[src/logic/csra_pkg.sv]
package csra_pkg;
  // Address field widths of the instruction word, and the data byte width.
  localparam int ADDR_W       = 15;
  localparam int SHORT_ADDR_W = 7;
  localparam int BYTE_W       = 8;

  // Interface configuration registers and their fields.
  localparam logic [14:0] REG_CFG_FIRST  = 15'h0000;
  localparam logic [14:0] REG_CFG_SECOND = 15'h0001;
  localparam int          ASCEND_BIT     = 5;
  localparam int          SINGLE_BIT     = 7;
  localparam logic [7:0]  CFG_FIRST_RST  = 8'h00;
  localparam logic [7:0]  CFG_SECOND_RST = 8'h00;

  // Check byte is data xor this seed; the value is arbitrary.
  localparam logic [7:0] CHK_SEED = 8'h5A;

  // Host register map on APB.
  localparam logic [7:0] HOST_CTRL   = 8'h00;
  localparam logic [7:0] HOST_ADDR   = 8'h04;
  localparam logic [7:0] HOST_WDATA  = 8'h08;
  localparam logic [7:0] HOST_RDATA  = 8'h0C;
  localparam logic [7:0] HOST_STATUS = 8'h10;
  localparam int CTRL_START  = 0;
  localparam int CTRL_READ   = 1;
  localparam int CTRL_SHORT  = 2;
  localparam int CTRL_SINGLE = 3;
  localparam int CTRL_ASCEND = 4;
  localparam int CTRL_CHK    = 5;
  localparam int CTRL_COUNT  = 8;

  // Link timing.
  localparam int PCLK_PERIOD_NS = 40;
  localparam int SCLK_PERIOD_NS = 320;
  localparam int SCLK_HALF_CYC  = SCLK_PERIOD_NS / (2 * PCLK_PERIOD_NS);

  typedef enum logic [1:0] {dev_idle, dev_instr, dev_data} csra_dev_state_t;
  typedef enum logic [1:0] {unit_instr, unit_data, unit_chk} csra_unit_t;
endpackage

[src/logic/csra_link_if.sv]
interface csra_link_if;
  logic cs_n;
  logic sclk;
  logic sdi;
  logic sdo;

  // Host drives select, clock and data in; the device drives data out.
  modport host (output cs_n, output sclk, output sdi, input sdo);
  modport dev (input cs_n, input sclk, input sdi, output sdo);
endinterface

[src/logic/csra_host.sv]
// Implementation choice: the APB slave port.
module csra_host (
  // Clock and reset.
  input  logic        pclk,
  input  logic        presetn,
  // APB slave.
  input  logic        psel,
  input  logic        penable,
  input  logic        pwrite,
  input  logic [7:0]  paddr,
  input  logic [31:0] pwdata,
  output logic [31:0] prdata,
  output logic        pready,
  output logic        pslverr,
  // Serial link.
  csra_link_if.host   link
);
  import csra_pkg::*;

  logic               sdo_s1;
  logic               sdo_s2;
  logic               cfg_read;
  logic               cfg_short;
  logic               cfg_single;
  logic               cfg_ascend;
  logic               cfg_chk;
  logic [1:0]         cfg_count;
  logic [ADDR_W-1:0]  addr_r;
  logic [31:0]        wdata_r;
  logic [31:0]        rdata_r;
  logic               busy;
  logic               start_req;
  logic               next_cfg_read;
  logic               next_cfg_short;
  logic               next_cfg_single;
  logic               next_cfg_ascend;
  logic               next_cfg_chk;
  logic [1:0]         next_cfg_count;
  logic [ADDR_W-1:0]  next_addr_r;
  logic [31:0]        next_wdata_r;
  logic [31:0]        next_prdata;
  logic               next_pready;
  logic               next_pslverr;
  logic [7:0]         div;
  logic [7:0]         next_div;
  logic               sclk;
  logic               next_sclk;
  logic               cs_n;
  logic               next_cs_n;
  logic               sdi;
  logic               next_sdi;
  logic [15:0]        tx;
  logic [15:0]        next_tx;
  logic [4:0]         bits;
  logic [4:0]         next_bits;
  csra_unit_t         unit;
  csra_unit_t         next_unit;
  logic [1:0]         bytei;
  logic [1:0]         next_bytei;
  logic [ADDR_W-1:0]  cur_addr;
  logic [ADDR_W-1:0]  next_cur_addr;
  logic [31:0]        rx;
  logic [31:0]        next_rx;
  logic [31:0]        next_rdata_r;
  logic               next_busy;

  // Returning data is a pin, so it passes two flops.
  always_ff @(posedge pclk or negedge presetn) begin
    if (!presetn) begin
      sdo_s1 <= 1'b0;
      sdo_s2 <= 1'b0;
    end else begin
      sdo_s1 <= link.sdo;
      sdo_s2 <= sdo_s1;
    end
  end

  function automatic logic [15:0] instr_word(input logic rd, input logic sh,
                                             input logic [ADDR_W-1:0] a);
    instr_word = sh ? {rd, a[6:0], 8'h00} : {rd, a};
  endfunction

  function automatic logic [7:0] byte_of(input logic [31:0] w, input logic [1:0] i);
    byte_of = w[{2'b11 - i, 3'b000} +: 8];
  endfunction

  // Register slave; answers in the first access cycle, no wait states.
  always_comb begin
    logic acc;
    acc             = psel & penable & pready & pwrite;
    next_pready     = psel & ~penable;
    next_pslverr    = 1'b0;
    next_prdata     = 32'h0000_0000;
    next_cfg_read   = cfg_read;
    next_cfg_short  = cfg_short;
    next_cfg_single = cfg_single;
    next_cfg_ascend = cfg_ascend;
    next_cfg_chk    = cfg_chk;
    next_cfg_count  = cfg_count;
    next_addr_r     = addr_r;
    next_wdata_r    = wdata_r;
    start_req       = 1'b0;
    if (psel & ~penable) begin
      unique case (paddr)
        HOST_CTRL:   next_prdata = {22'h00_0000, cfg_count, 2'b00, cfg_chk, cfg_ascend,
                                    cfg_single, cfg_short, cfg_read, 1'b0};
        HOST_ADDR:   next_prdata = {17'h0_0000, addr_r};
        HOST_WDATA:  next_prdata = wdata_r;
        HOST_RDATA:  next_prdata = rdata_r;
        HOST_STATUS: next_prdata = {31'h0000_0000, busy};
        default:     next_pslverr = 1'b1;
      endcase
    end
    // Settings are frozen while a frame runs.
    if (acc && !busy) begin
      unique case (paddr)
        HOST_CTRL: begin
          next_cfg_read   = pwdata[CTRL_READ];
          next_cfg_short  = pwdata[CTRL_SHORT];
          next_cfg_single = pwdata[CTRL_SINGLE];
          next_cfg_ascend = pwdata[CTRL_ASCEND];
          next_cfg_chk    = pwdata[CTRL_CHK];
          next_cfg_count  = pwdata[CTRL_COUNT +: 2];
          start_req       = pwdata[CTRL_START];
        end
        HOST_ADDR:  next_addr_r  = pwdata[ADDR_W-1:0];
        HOST_WDATA: next_wdata_r = pwdata;
        default:    next_wdata_r = wdata_r;
      endcase
    end
  end

  always_ff @(posedge pclk or negedge presetn) begin
    if (!presetn) begin
      prdata     <= 32'h0000_0000;
      pready     <= 1'b0;
      pslverr    <= 1'b0;
      cfg_read   <= 1'b0;
      cfg_short  <= 1'b0;
      cfg_single <= 1'b0;
      cfg_ascend <= 1'b0;
      cfg_chk    <= 1'b0;
      cfg_count  <= 2'b00;
      addr_r     <= 15'h0000;
      wdata_r    <= 32'h0000_0000;
    end else begin
      prdata     <= next_prdata;
      pready     <= next_pready;
      pslverr    <= next_pslverr;
      cfg_read   <= next_cfg_read;
      cfg_short  <= next_cfg_short;
      cfg_single <= next_cfg_single;
      cfg_ascend <= next_cfg_ascend;
      cfg_chk    <= next_cfg_chk;
      cfg_count  <= next_cfg_count;
      addr_r     <= next_addr_r;
      wdata_r    <= next_wdata_r;
    end
  end

  // Frame engine: bits go out on the falling edge, data is read just before it.
  always_comb begin
    logic        tick;
    logic        send;
    logic        byte_done;
    logic [15:0] tx_l;
    logic [4:0]  bits_l;
    tick          = busy && (div == 8'(SCLK_HALF_CYC - 1));
    send          = 1'b0;
    byte_done     = 1'b0;
    tx_l          = tx;
    bits_l        = bits;
    next_div      = busy ? (tick ? 8'h00 : div + 8'h01) : 8'h00;
    next_sclk     = sclk;
    next_cs_n     = cs_n;
    next_sdi      = sdi;
    next_tx       = tx;
    next_bits     = bits;
    next_unit     = unit;
    next_bytei    = bytei;
    next_cur_addr = cur_addr;
    next_rx       = rx;
    next_rdata_r  = rdata_r;
    next_busy     = busy;
    if (start_req) begin
      tx_l          = instr_word(pwdata[CTRL_READ], pwdata[CTRL_SHORT], addr_r);
      bits_l        = pwdata[CTRL_SHORT] ? 5'h08 : 5'h10;
      send          = 1'b1;
      next_cs_n     = 1'b0;
      next_unit     = unit_instr;
      next_bytei    = 2'b00;
      next_cur_addr = addr_r;
      next_rx       = 32'h0000_0000;
      next_busy     = 1'b1;
    end else if (tick && !sclk) begin
      next_sclk = 1'b1;
    end else if (tick) begin
      next_sclk = 1'b0;
      if (unit == unit_data && cfg_read) begin
        next_rx = {rx[30:0], sdo_s2};
      end
      send = 1'b1;
      if (bits == 5'h00) begin
        bits_l = 5'h08;
        unique case (unit)
          unit_instr: begin
            next_unit = unit_data;
            tx_l      = cfg_read ? 16'hFFFF : {byte_of(wdata_r, bytei), 8'h00};
          end
          unit_data: begin
            if (!cfg_read && cfg_chk) begin
              next_unit = unit_chk;
              tx_l      = {byte_of(wdata_r, bytei) ^ CHK_SEED, 8'h00};
            end else begin
              byte_done = 1'b1;
            end
          end
          unit_chk: byte_done = 1'b1;
        endcase
        if (byte_done) begin
          if (bytei == cfg_count) begin
            send         = 1'b0;
            next_cs_n    = 1'b1;
            next_busy    = 1'b0;
            next_rdata_r = next_rx;
          end else if (cfg_single) begin
            // Each access carries its own instruction.
            next_bytei    = bytei + 2'b01;
            next_cur_addr = cfg_ascend ? cur_addr + 15'h0001 : cur_addr - 15'h0001;
            next_unit     = unit_instr;
            tx_l          = instr_word(cfg_read, cfg_short, next_cur_addr);
            bits_l        = cfg_short ? 5'h08 : 5'h10;
          end else begin
            // Streaming: the device steps its own pointer.
            next_bytei = bytei + 2'b01;
            next_unit  = unit_data;
            tx_l       = cfg_read ? 16'hFFFF : {byte_of(wdata_r, next_bytei), 8'h00};
          end
        end
      end
    end
    if (send) begin
      next_sdi  = tx_l[15];
      next_tx   = {tx_l[14:0], 1'b0};
      next_bits = bits_l - 5'h01;
    end
  end

  always_ff @(posedge pclk or negedge presetn) begin
    if (!presetn) begin
      div      <= 8'h00;
      sclk     <= 1'b0;
      cs_n     <= 1'b1;
      sdi      <= 1'b1;
      tx       <= 16'h0000;
      bits     <= 5'h00;
      unit     <= unit_instr;
      bytei    <= 2'b00;
      cur_addr <= 15'h0000;
      rx       <= 32'h0000_0000;
      rdata_r  <= 32'h0000_0000;
      busy     <= 1'b0;
    end else begin
      div      <= next_div;
      sclk     <= next_sclk;
      cs_n     <= next_cs_n;
      sdi      <= next_sdi;
      tx       <= next_tx;
      bits     <= next_bits;
      unit     <= next_unit;
      bytei    <= next_bytei;
      cur_addr <= next_cur_addr;
      rx       <= next_rx;
      rdata_r  <= next_rdata_r;
      busy     <= next_busy;
    end
  end

  assign link.cs_n = cs_n;
  assign link.sclk = sclk;
  assign link.sdi  = sdi;
endmodule // csra_host

[src/flat_wrapper.sv]
// flat-port wrapper written by rule: the top's interface ports become plain ports
module csra_host_flat import csra_pkg::*;
  (pclk, presetn, psel, penable, pwrite, paddr, pwdata, prdata, pready, pslverr, link_cs_n, link_sclk, link_sdi, link_sdo);
  csra_link_if link_i ();
  input  logic pclk;
  input  logic presetn;
  input  logic psel;
  input  logic penable;
  input  logic pwrite;
  input  logic [7:0] paddr;
  input  logic [31:0] pwdata;
  output logic [31:0] prdata;
  output logic pready;
  output logic pslverr;
  output wire logic [$bits(link_i.cs_n)-1:0] link_cs_n;
  output wire logic [$bits(link_i.sclk)-1:0] link_sclk;
  output wire logic [$bits(link_i.sdi)-1:0] link_sdi;
  input wire logic [$bits(link_i.sdo)-1:0] link_sdo;
  assign link_cs_n = link_i.cs_n;
  assign link_sclk = link_i.sclk;
  assign link_sdi = link_i.sdi;
  assign link_i.sdo = link_sdo;
  csra_host u_core (.pclk(pclk), .presetn(presetn), .psel(psel), .penable(penable), .pwrite(pwrite), .paddr(paddr), .pwdata(pwdata), .prdata(prdata), .pready(pready), .pslverr(pslverr), .link(link_i));
endmodule
[config.mk]
export PLATFORM = sky130hd
export DESIGN_NAME = csra_host_flat
export DESIGN_NICKNAME = d
export VERILOG_FILES = /design/src/logic/csra_pkg.sv /design/src/logic/csra_link_if.sv /design/src/logic/csra_host.sv /design/src/flat_wrapper.sv
export SDC_FILE = /design/constraint.sdc
export NUM_CORES = 1
export LEC_CHECK = 0
export BUFFER_PORTS_ARGS = -buffer_cell sky130_fd_sc_hd__buf_4
export CAP_MARGIN = 15
export CORE_MARGIN = 4
export CORE_UTILIZATION = 65
export CTS_CLUSTER_DIAMETER = 60
export DETAILED_ROUTE_END_ITERATION = 10
export PLACE_DENSITY_LB_ADDON = 0.08
export SETUP_SLACK_MARGIN = 0.02
export SYNTH_ARGS = -nofsm -noshare
export SYNTH_HDL_FRONTEND = slang
export SYNTH_SLANG_ARGS = --single-unit
[constraint.sdc]
create_clock -name pclk -period 5 [get_ports pclk]
set_clock_uncertainty 0.2 [all_clocks]
set_input_delay 1 -clock pclk [delete_from_list [all_inputs] [get_ports pclk]]
set_output_delay 1 -clock pclk [all_outputs]
set_load 0.05 [all_outputs]
==> results.tsv, run 1 <==
stage	metric	value	unit
status	outcome	complete, no violations	
synth	Post-Syn Area	0.0110	mm²
detailed_routing	drt total wl	29500	µm
timing	f_max	284	MHz
worst_setup_path	crit path cell chain	inv_1, fa_1, a211oi_1, o21ai_0, a41oi_1, or3_1, mux2i_1, o221ai_1, a41o_1	
clock_network	clk buf depth	3	
detailed_routing	vias per inst	6.43	
clock_network	postcts setup bufs	0	
synth	Seq/Total Area, Yosys	46.7	%
timing	Worst slew margin	28.3	%
worst_setup_path	CP Data Required Time	5.20	ns
die	DIE AREA	0.0191	mm²
timing	setup_tns	0	ns
timing	Worst Max-Slew Pin Slew	1.08	ns
worst_setup_path	CP Capture Type	register	
synth	Yosys reg bits	205	
placed_design	placed standard-cell area	0.0117	mm²
synth	Cell variety after synth	75	
grt	met2 Use GR	49.8	%
synth	ys async rst share	100	%
worst_setup_path	CP bufs+invs	1	
synth	Net Count, Synth	1112	
worst_setup_path	critical path startpoint category	register	
grt	vias in the first global route	8494	
timing	Slew Limit Fails	0	
worst_hold_path	Tightest Hold Check Type	register to register	
detailed_routing	Routed WL per cell	22.1	µm
synth	Cells after Synth	1047	
clock_network	Clock Latency Late Sink	0.52	ns
pwr	Pleak	5.87	nW
die	Initial Util	66.3	%
grt	final global-route overflow total	0	
clock_network	Worst-path clk slew	0.06	ns
final_layout	nets	1165	
grt	M1 GR Usage	42.8	%
clock_network	Resized Gates After CTS	0	
timing	Min Clock Period, post-route	3.52	ns
placed_design	IO buf count	82	
clock_network	CTS tree	yes	
placed_design	gpl congestion	0.958	
worst_setup_path	Setup Crit Path Kind	register to register	
synth	Post-synth EDFFs	0	
grt	initial antenna violation count	0	
placed_design	hpwl dp	20500	µm
grt	GRT Util Overall	30.4	%
pwr	VDD IR max	319	µV
clock_network	Clock H-tree levels	1	
pwr	Cell Pwr Density	286	mW/mm²
detailed_routing	Detail Route Antenna Nets	0	
clock_network	Sink Count	205	
detailed_routing	DR iter-0 viols	896	
grt	first-pass GRT wire length	47100	µm
timing	final hold slack	0.157	ns
clock_network	root buf cell	clkbuf_16	
synth	syn avg cell area	10.5	µm²
die	Die Span Y	138	µm
worst_setup_path	CP arrival	3.72	ns
final_layout	fraction of layout cells with a size suffix above 1	21.8	%
detailed_routing	total number of vias	8599	
die	Die W	138	µm
detailed_routing	DRC viols	0	
final_layout	ant diodes	0	
pwr	Pwr Total	3.57	mW
worst_setup_path	Crit path largest cell delay	0.50	ns
timing	unrepaired setup endpoints after global routing	false	
grt	busiest grt layer	met2	
die	Core Box Area	0.0166	mm²
die	row count	47	
final_layout	area grow syn2layout	13.4	%
worst_setup_path	CP max-delay cell	fa_1	
final_layout	end-of-flow core utilization	75.2	%
synth	top_reg_cell synth	dfrtp_1	
worst_setup_path	crit-path leading delay family	compound AO/OA/AOI/OAI gates	
timing	Setup violations, final	0	
run	maxcap violations	0	
grt	largest net degree at the start of global routing	87	
timing	Final period util	70.4	%
synth	Ys Warns	0	
detailed_routing	drt pass-1 iters	5	
clock_network	TritonCTS buffer count	23	
timing	Fin. Hold Viols	0	
clock_network	hold_buf cts	0	
worst_setup_path	crit path max fanout	14	
grt	M3 GR Usage	5.49	%
die	number of top-level pins	83	
final_layout	Final Cell Area	0.0125	mm²
synth_stat cells (8+ instances only):
cell type	instances	area (µm²)
dfrtp_1	203	5080
nor2_1	120	450
nand2_1	88	330
mux2i_1	82	821
mux2_2	65	732
o21ai_0	64	320
a21oi_1	59	295
clkbuf_1	30	113
a22oi_1	28	210
nand3_1	23	115
buf_2	22	110
mux4_2	19	428
ha_1	18	225
inv_1	14	52.6
a31oi_1	13	81.3
nor3_1	13	65.1
and3_1	12	75.1
xnor2_1	12	105
xor2_1	11	96.3
buf_6	9	101
nand2b_1	8	50.1
nand4_1	8	50.1
where the power goes:
group	total (mW)	switching, mW	internal (mW)
sequential	1.67	0.00669	1.66
clock	1.78	0.700	1.08
combinational	0.120	0.0764	0.0440
area by class of cell:
type                            instances  area (µm²)
Inverter                               14        52.6
Tap cell                              220         275
Sequential cell                       205        5130
Multi-Input combinational cell        760        5450
Fill cell                            1211        4110
Clock inverter                          9         125
Timing Repair Buffer                   96         739
Clock buffer                           33         693
state kept, by name (all words and copies together) (netlist names), 2 cells and up:
| signal | flops |
|---|---|
| u_core.wdata_r | 32 |
| u_core.cur_addr | 15 |
| u_core.bits | 5 |
| u_core.prdata | 32 |
| u_core.rdata_r | 32 |
| u_core.div | 8 |
| u_core.bytei | 2 |
| u_core.rx | 32 |
| u_core.addr_r | 15 |
| u_core.cfg_count | 2 |
| u_core.tx | 15 |
| u_core.unit | 2 |
per-stage QoR:
stage / instances / setup WS (ns)
floorplan: 1047 / 1.69
global placement: 1295 / 1.32
detailed placement: 1295 / 1.21
CTS: 1337 / 1.52
global route: 1337 / 1.24
finish: 1337 / 1.48
final timing paths:
check / from / slack [ns] / endpoint / cells past startpoint
min reg2reg: u_core.sdo_s1 / 0.16 / u_core.sdo_s2 / 0
min in group asynchronous: presetn / 0.32 / u_core.div[5] / 1
max in group asynchronous: presetn / 3.29 / u_core.link.sdi / 2
max: u_core.cfg_ascend / 1.48 / u_core.tx[15] / 9
min: u_core.sdo_s1 / 0.16 / u_core.sdo_s2 / 0
max reg2reg: u_core.cfg_ascend / 1.48 / u_core.tx[15] / 9
cell families after synthesis:
family,after synthesis,synth area share [%]
buf+inv,82,3.77
fa+ha+maj,19,2.23
xor+xnor,23,1.83
mux,167,18.1
flops,205,46.7
compound gates,242,14.2
simple gates,309,13.2
placed cells by master (no fill, tap or decap), drive strengths merged, types with 7 or more instances in the layout:
cell / count
a21o: 7
dfrtp: 203
mux2: 66
nand4: 9
xnor2: 12
clkbuf: 34
nor3: 14
a31oi: 13
ha: 18
nand2b: 8
and3: 12
a22oi: 28
a221oi: 7
buf: 95
nor2: 123
o21ai: 71
mux2i: 82
xor2: 11
o31ai: 7
mux4: 19
o211ai: 7
nor2b: 7
nand3: 25
a21oi: 61
inv: 17
nand2: 91
routing by layer:
metal	share of wire [%]	vias up
met5	0	-
met4	2.5	0
met3	7.1	64
met2	48	361
met1	42	4276
li1	-	3898
(Power assumes the default switching activity.)
==> inputs of run 2 (changes only) <==
- CORE_UTILIZATION: 65 -> 55
- clock period: 5 -> 3.2 ns (I/O delays scaled with it)
==> results.tsv, run 2 (synthesis gave the netlist of run 1 again) <==
stage	metric	value	unit
status	outcome	complete, no violations	
detailed_routing	Metal-1 WL	12800	µm
pwr	clock share of power	49.7	%
clock_network	Clock H-tree levels	1	
clock_network	root buf cell	clkbuf_16	
worst_hold_path	Hold Startpoint	link_sdo	
timing	Min Clock Period, post-route	2.99	ns
worst_setup_path	CP max-delay cell	ha_1	
final_layout	commonest cells after routing, fill and taps aside	dfrtp_1 (203), nor2_1 (120), buf_4 (119), nand2_1 (87), mux2i_1 (82)	
grt	GRT Util Overall	27.7	%
clock_network	clk buf depth	3	
final_layout	fraction of layout cells with a size suffix above 1	23.7	%
die	number of top-level pins	83	
worst_setup_path	Crit path largest cell delay	0.48	ns
worst_setup_path	crit path max fanout	10	
clock_network	postcts setup bufs	0	
timing	Setup violations, final	0	
worst_setup_path	r2r startpoint	u_core.cfg_ascend	
detailed_routing	drt total wl	30500	µm
clock_network	TritonCTS buffer count	23	
placed_design	IO buf count	82	
final_layout	ant diodes	0	
detailed_routing	highest routed layer	met4	
pwr	Pleak	6.02	nW
detailed_routing	met2 routed WL	15000	µm
worst_setup_path	CP arrival	3.20	ns
worst_setup_path	Setup Crit Path Kind	register to register	
timing	Worst slew margin	42.5	%
timing	setup_tns	0	ns
grt	largest net degree at the start of global routing	72	
final_layout	commonest non-fill, non-tap cell in the layout	dfrtp_1	
grt	vias in the first global route	8718	
final_layout	area grow syn2layout	16.3	%
pwr	VDD IR max	459	µV
die	DIE AREA	0.0223	mm²
detailed_routing	DR iter-0 viols	734	
pwr	Sw Ratio	21.7	%
clock_network	Clock Latency Late Sink	0.53	ns
timing	f_max	335	MHz
final_layout	nets	1194	
detailed_routing	Routed WL per cell	21.6	µm
final_layout	end-of-flow core utilization	65.3	%
die	Initial Util	56.1	%
worst_hold_path	Hold Path Stages	1	
worst_setup_path	CP bufs+invs	2	
worst_hold_path	hold path endpoint	u_core.sdo_s1	
worst_setup_path	reg-to-reg endpoint	u_core.tx[14]	
grt	first-pass GRT wire length	48400	µm
pwr	Power Internal	4.38	mW
run	maxcap violations	0	
detailed_routing	drt pass-1 iters	5	
worst_setup_path	Worst R2R Setup Slack	0.21	ns
detailed_routing	Detail Route Antenna Nets	0	
clock_network	CTS tree	yes	
placed_design	Placed Cells	1368	
die	Core Box Area	0.0196	mm²
worst_setup_path	CP Capture Type	register	
worst_setup_path	crit-path leading delay family	compound AO/OA/AOI/OAI gates	
timing	unrepaired setup endpoints after global routing	false	
worst_setup_path	r2r worst-path depth	10	
placed_design	gpl congestion	0.983	
pwr	switching power	1.21	mW
timing	Slew Limit Fails	0	
timing	final setup margin	0.212	ns
pwr	Cell Pwr Density	437	mW/mm²
grt	initial antenna violation count	0	
detailed_routing	DR WL met3	1760	µm
placed_design	hpwl dp	21700	µm
timing	Worst Max-Slew Pin Slew	0.861	ns
worst_setup_path	critical path startpoint category	register	
worst_setup_path	CP Data Required Time	3.41	ns
pwr	Seq pwr share	46.7	%
detailed_routing	vias per inst	6.11	
detailed_routing	total number of vias	8623	
die	Die W	149	µm
timing	Fin. Hold Viols	0	
die	Die Span Y	149	µm
clock_network	Worst-path clk slew	0.06	ns
detailed_routing	DRC viols	0	
final_layout	fillcell total	1579	
worst_setup_path	crit path cell chain	inv_2, buf_4, ha_1, o21ai_0, a21oi_1, nor3_1, a31oi_1, o32ai_1, a211o_1, o31ai_1	
die	row count	51	
worst_hold_path	Tightest Hold Check Type	primary input to register	
timing	Final period util	93.4	%
clock_network	Sink Count	205	
pwr	logic gate share of total power	3.5	%
placed_design	post-place setup slack	-0.0369	ns
grt	final global-route overflow total	0	
final_layout	final cell count without fillers	1411	
-- run 2: power by group through the flow --
stage	clock network, mW	logic, mW	registers, mW
2_1_floorplan	0	0.0601	2.66
3_3_place_gp	0	0.198	2.66
3_5_place_dp	0	0.199	2.66
4_1_cts	2.82	0.201	2.61
5_1_grt	2.95	0.217	2.61
6_report	2.78	0.197	2.61
-- run 2: worst max-delay path by stage --
| stage | slack, ns | endpoint | from | cells past startpoint |
|---|---|---|---|---|
| after global routing | 0.02 | u_core.tx[12] | u_core.cfg_ascend | 9 |
| after global placement | 0.19 | u_core.tx[14] | u_core.cfg_ascend | 10 |
| after CTS | 0.09 | u_core.tx[12] | u_core.cfg_ascend | 9 |
| final | 0.21 | u_core.tx[14] | u_core.cfg_ascend | 10 |
| after floorplan | 0.25 | u_core.bits[4] | paddr[1] | 9 |
| after detailed placement | -0.04 | u_core.tx[12] | u_core.cfg_ascend | 9 |
-- run 2: per-layer routing --
| layer | track usage (%) | up-vias |
|---|---|---|
| met5 | 0 | - |
| met4 | 8.15 | 0 |
| met3 | 4.38 | 69 |
| met2 | 46.6 | 292 |
| met1 | 37.3 | 4284 |
| li1 | - | 3978 |
-- run 2: what timing repair did --
action / 4_1_cts / 5_1_grt
endpoints found under the hold margin: 64 / 0
hold buffers: 1 / 0
gates resized for setup: 1 / 5
pin swaps: 0 / 0
setup endpoints to repair: 1 / 4
-- run 2: through the flow --
step	area (µm²)	power (mW)	hold slack, ns
after floorplan	11000	2.72	0.131
after global placement	12000	2.86	0.149
after detailed placement	12000	2.86	0.146
after CTS	12800	5.63	0.00965
after global routing	12800	5.77	0.00781
final	12800	5.59	0.0269
-- run 2: area by class of cell --
class	instances	area, µm²	area share (%)
clock inverters	6	95.1	0.744
clock buffers	36	714	5.59
well taps	265	332	2.59
multi-input cells	760	5470	42.7
inverters	14	52.6	0.411
repair buffers	125	997	7.80
flip-flops and latches	205	5130	40.1
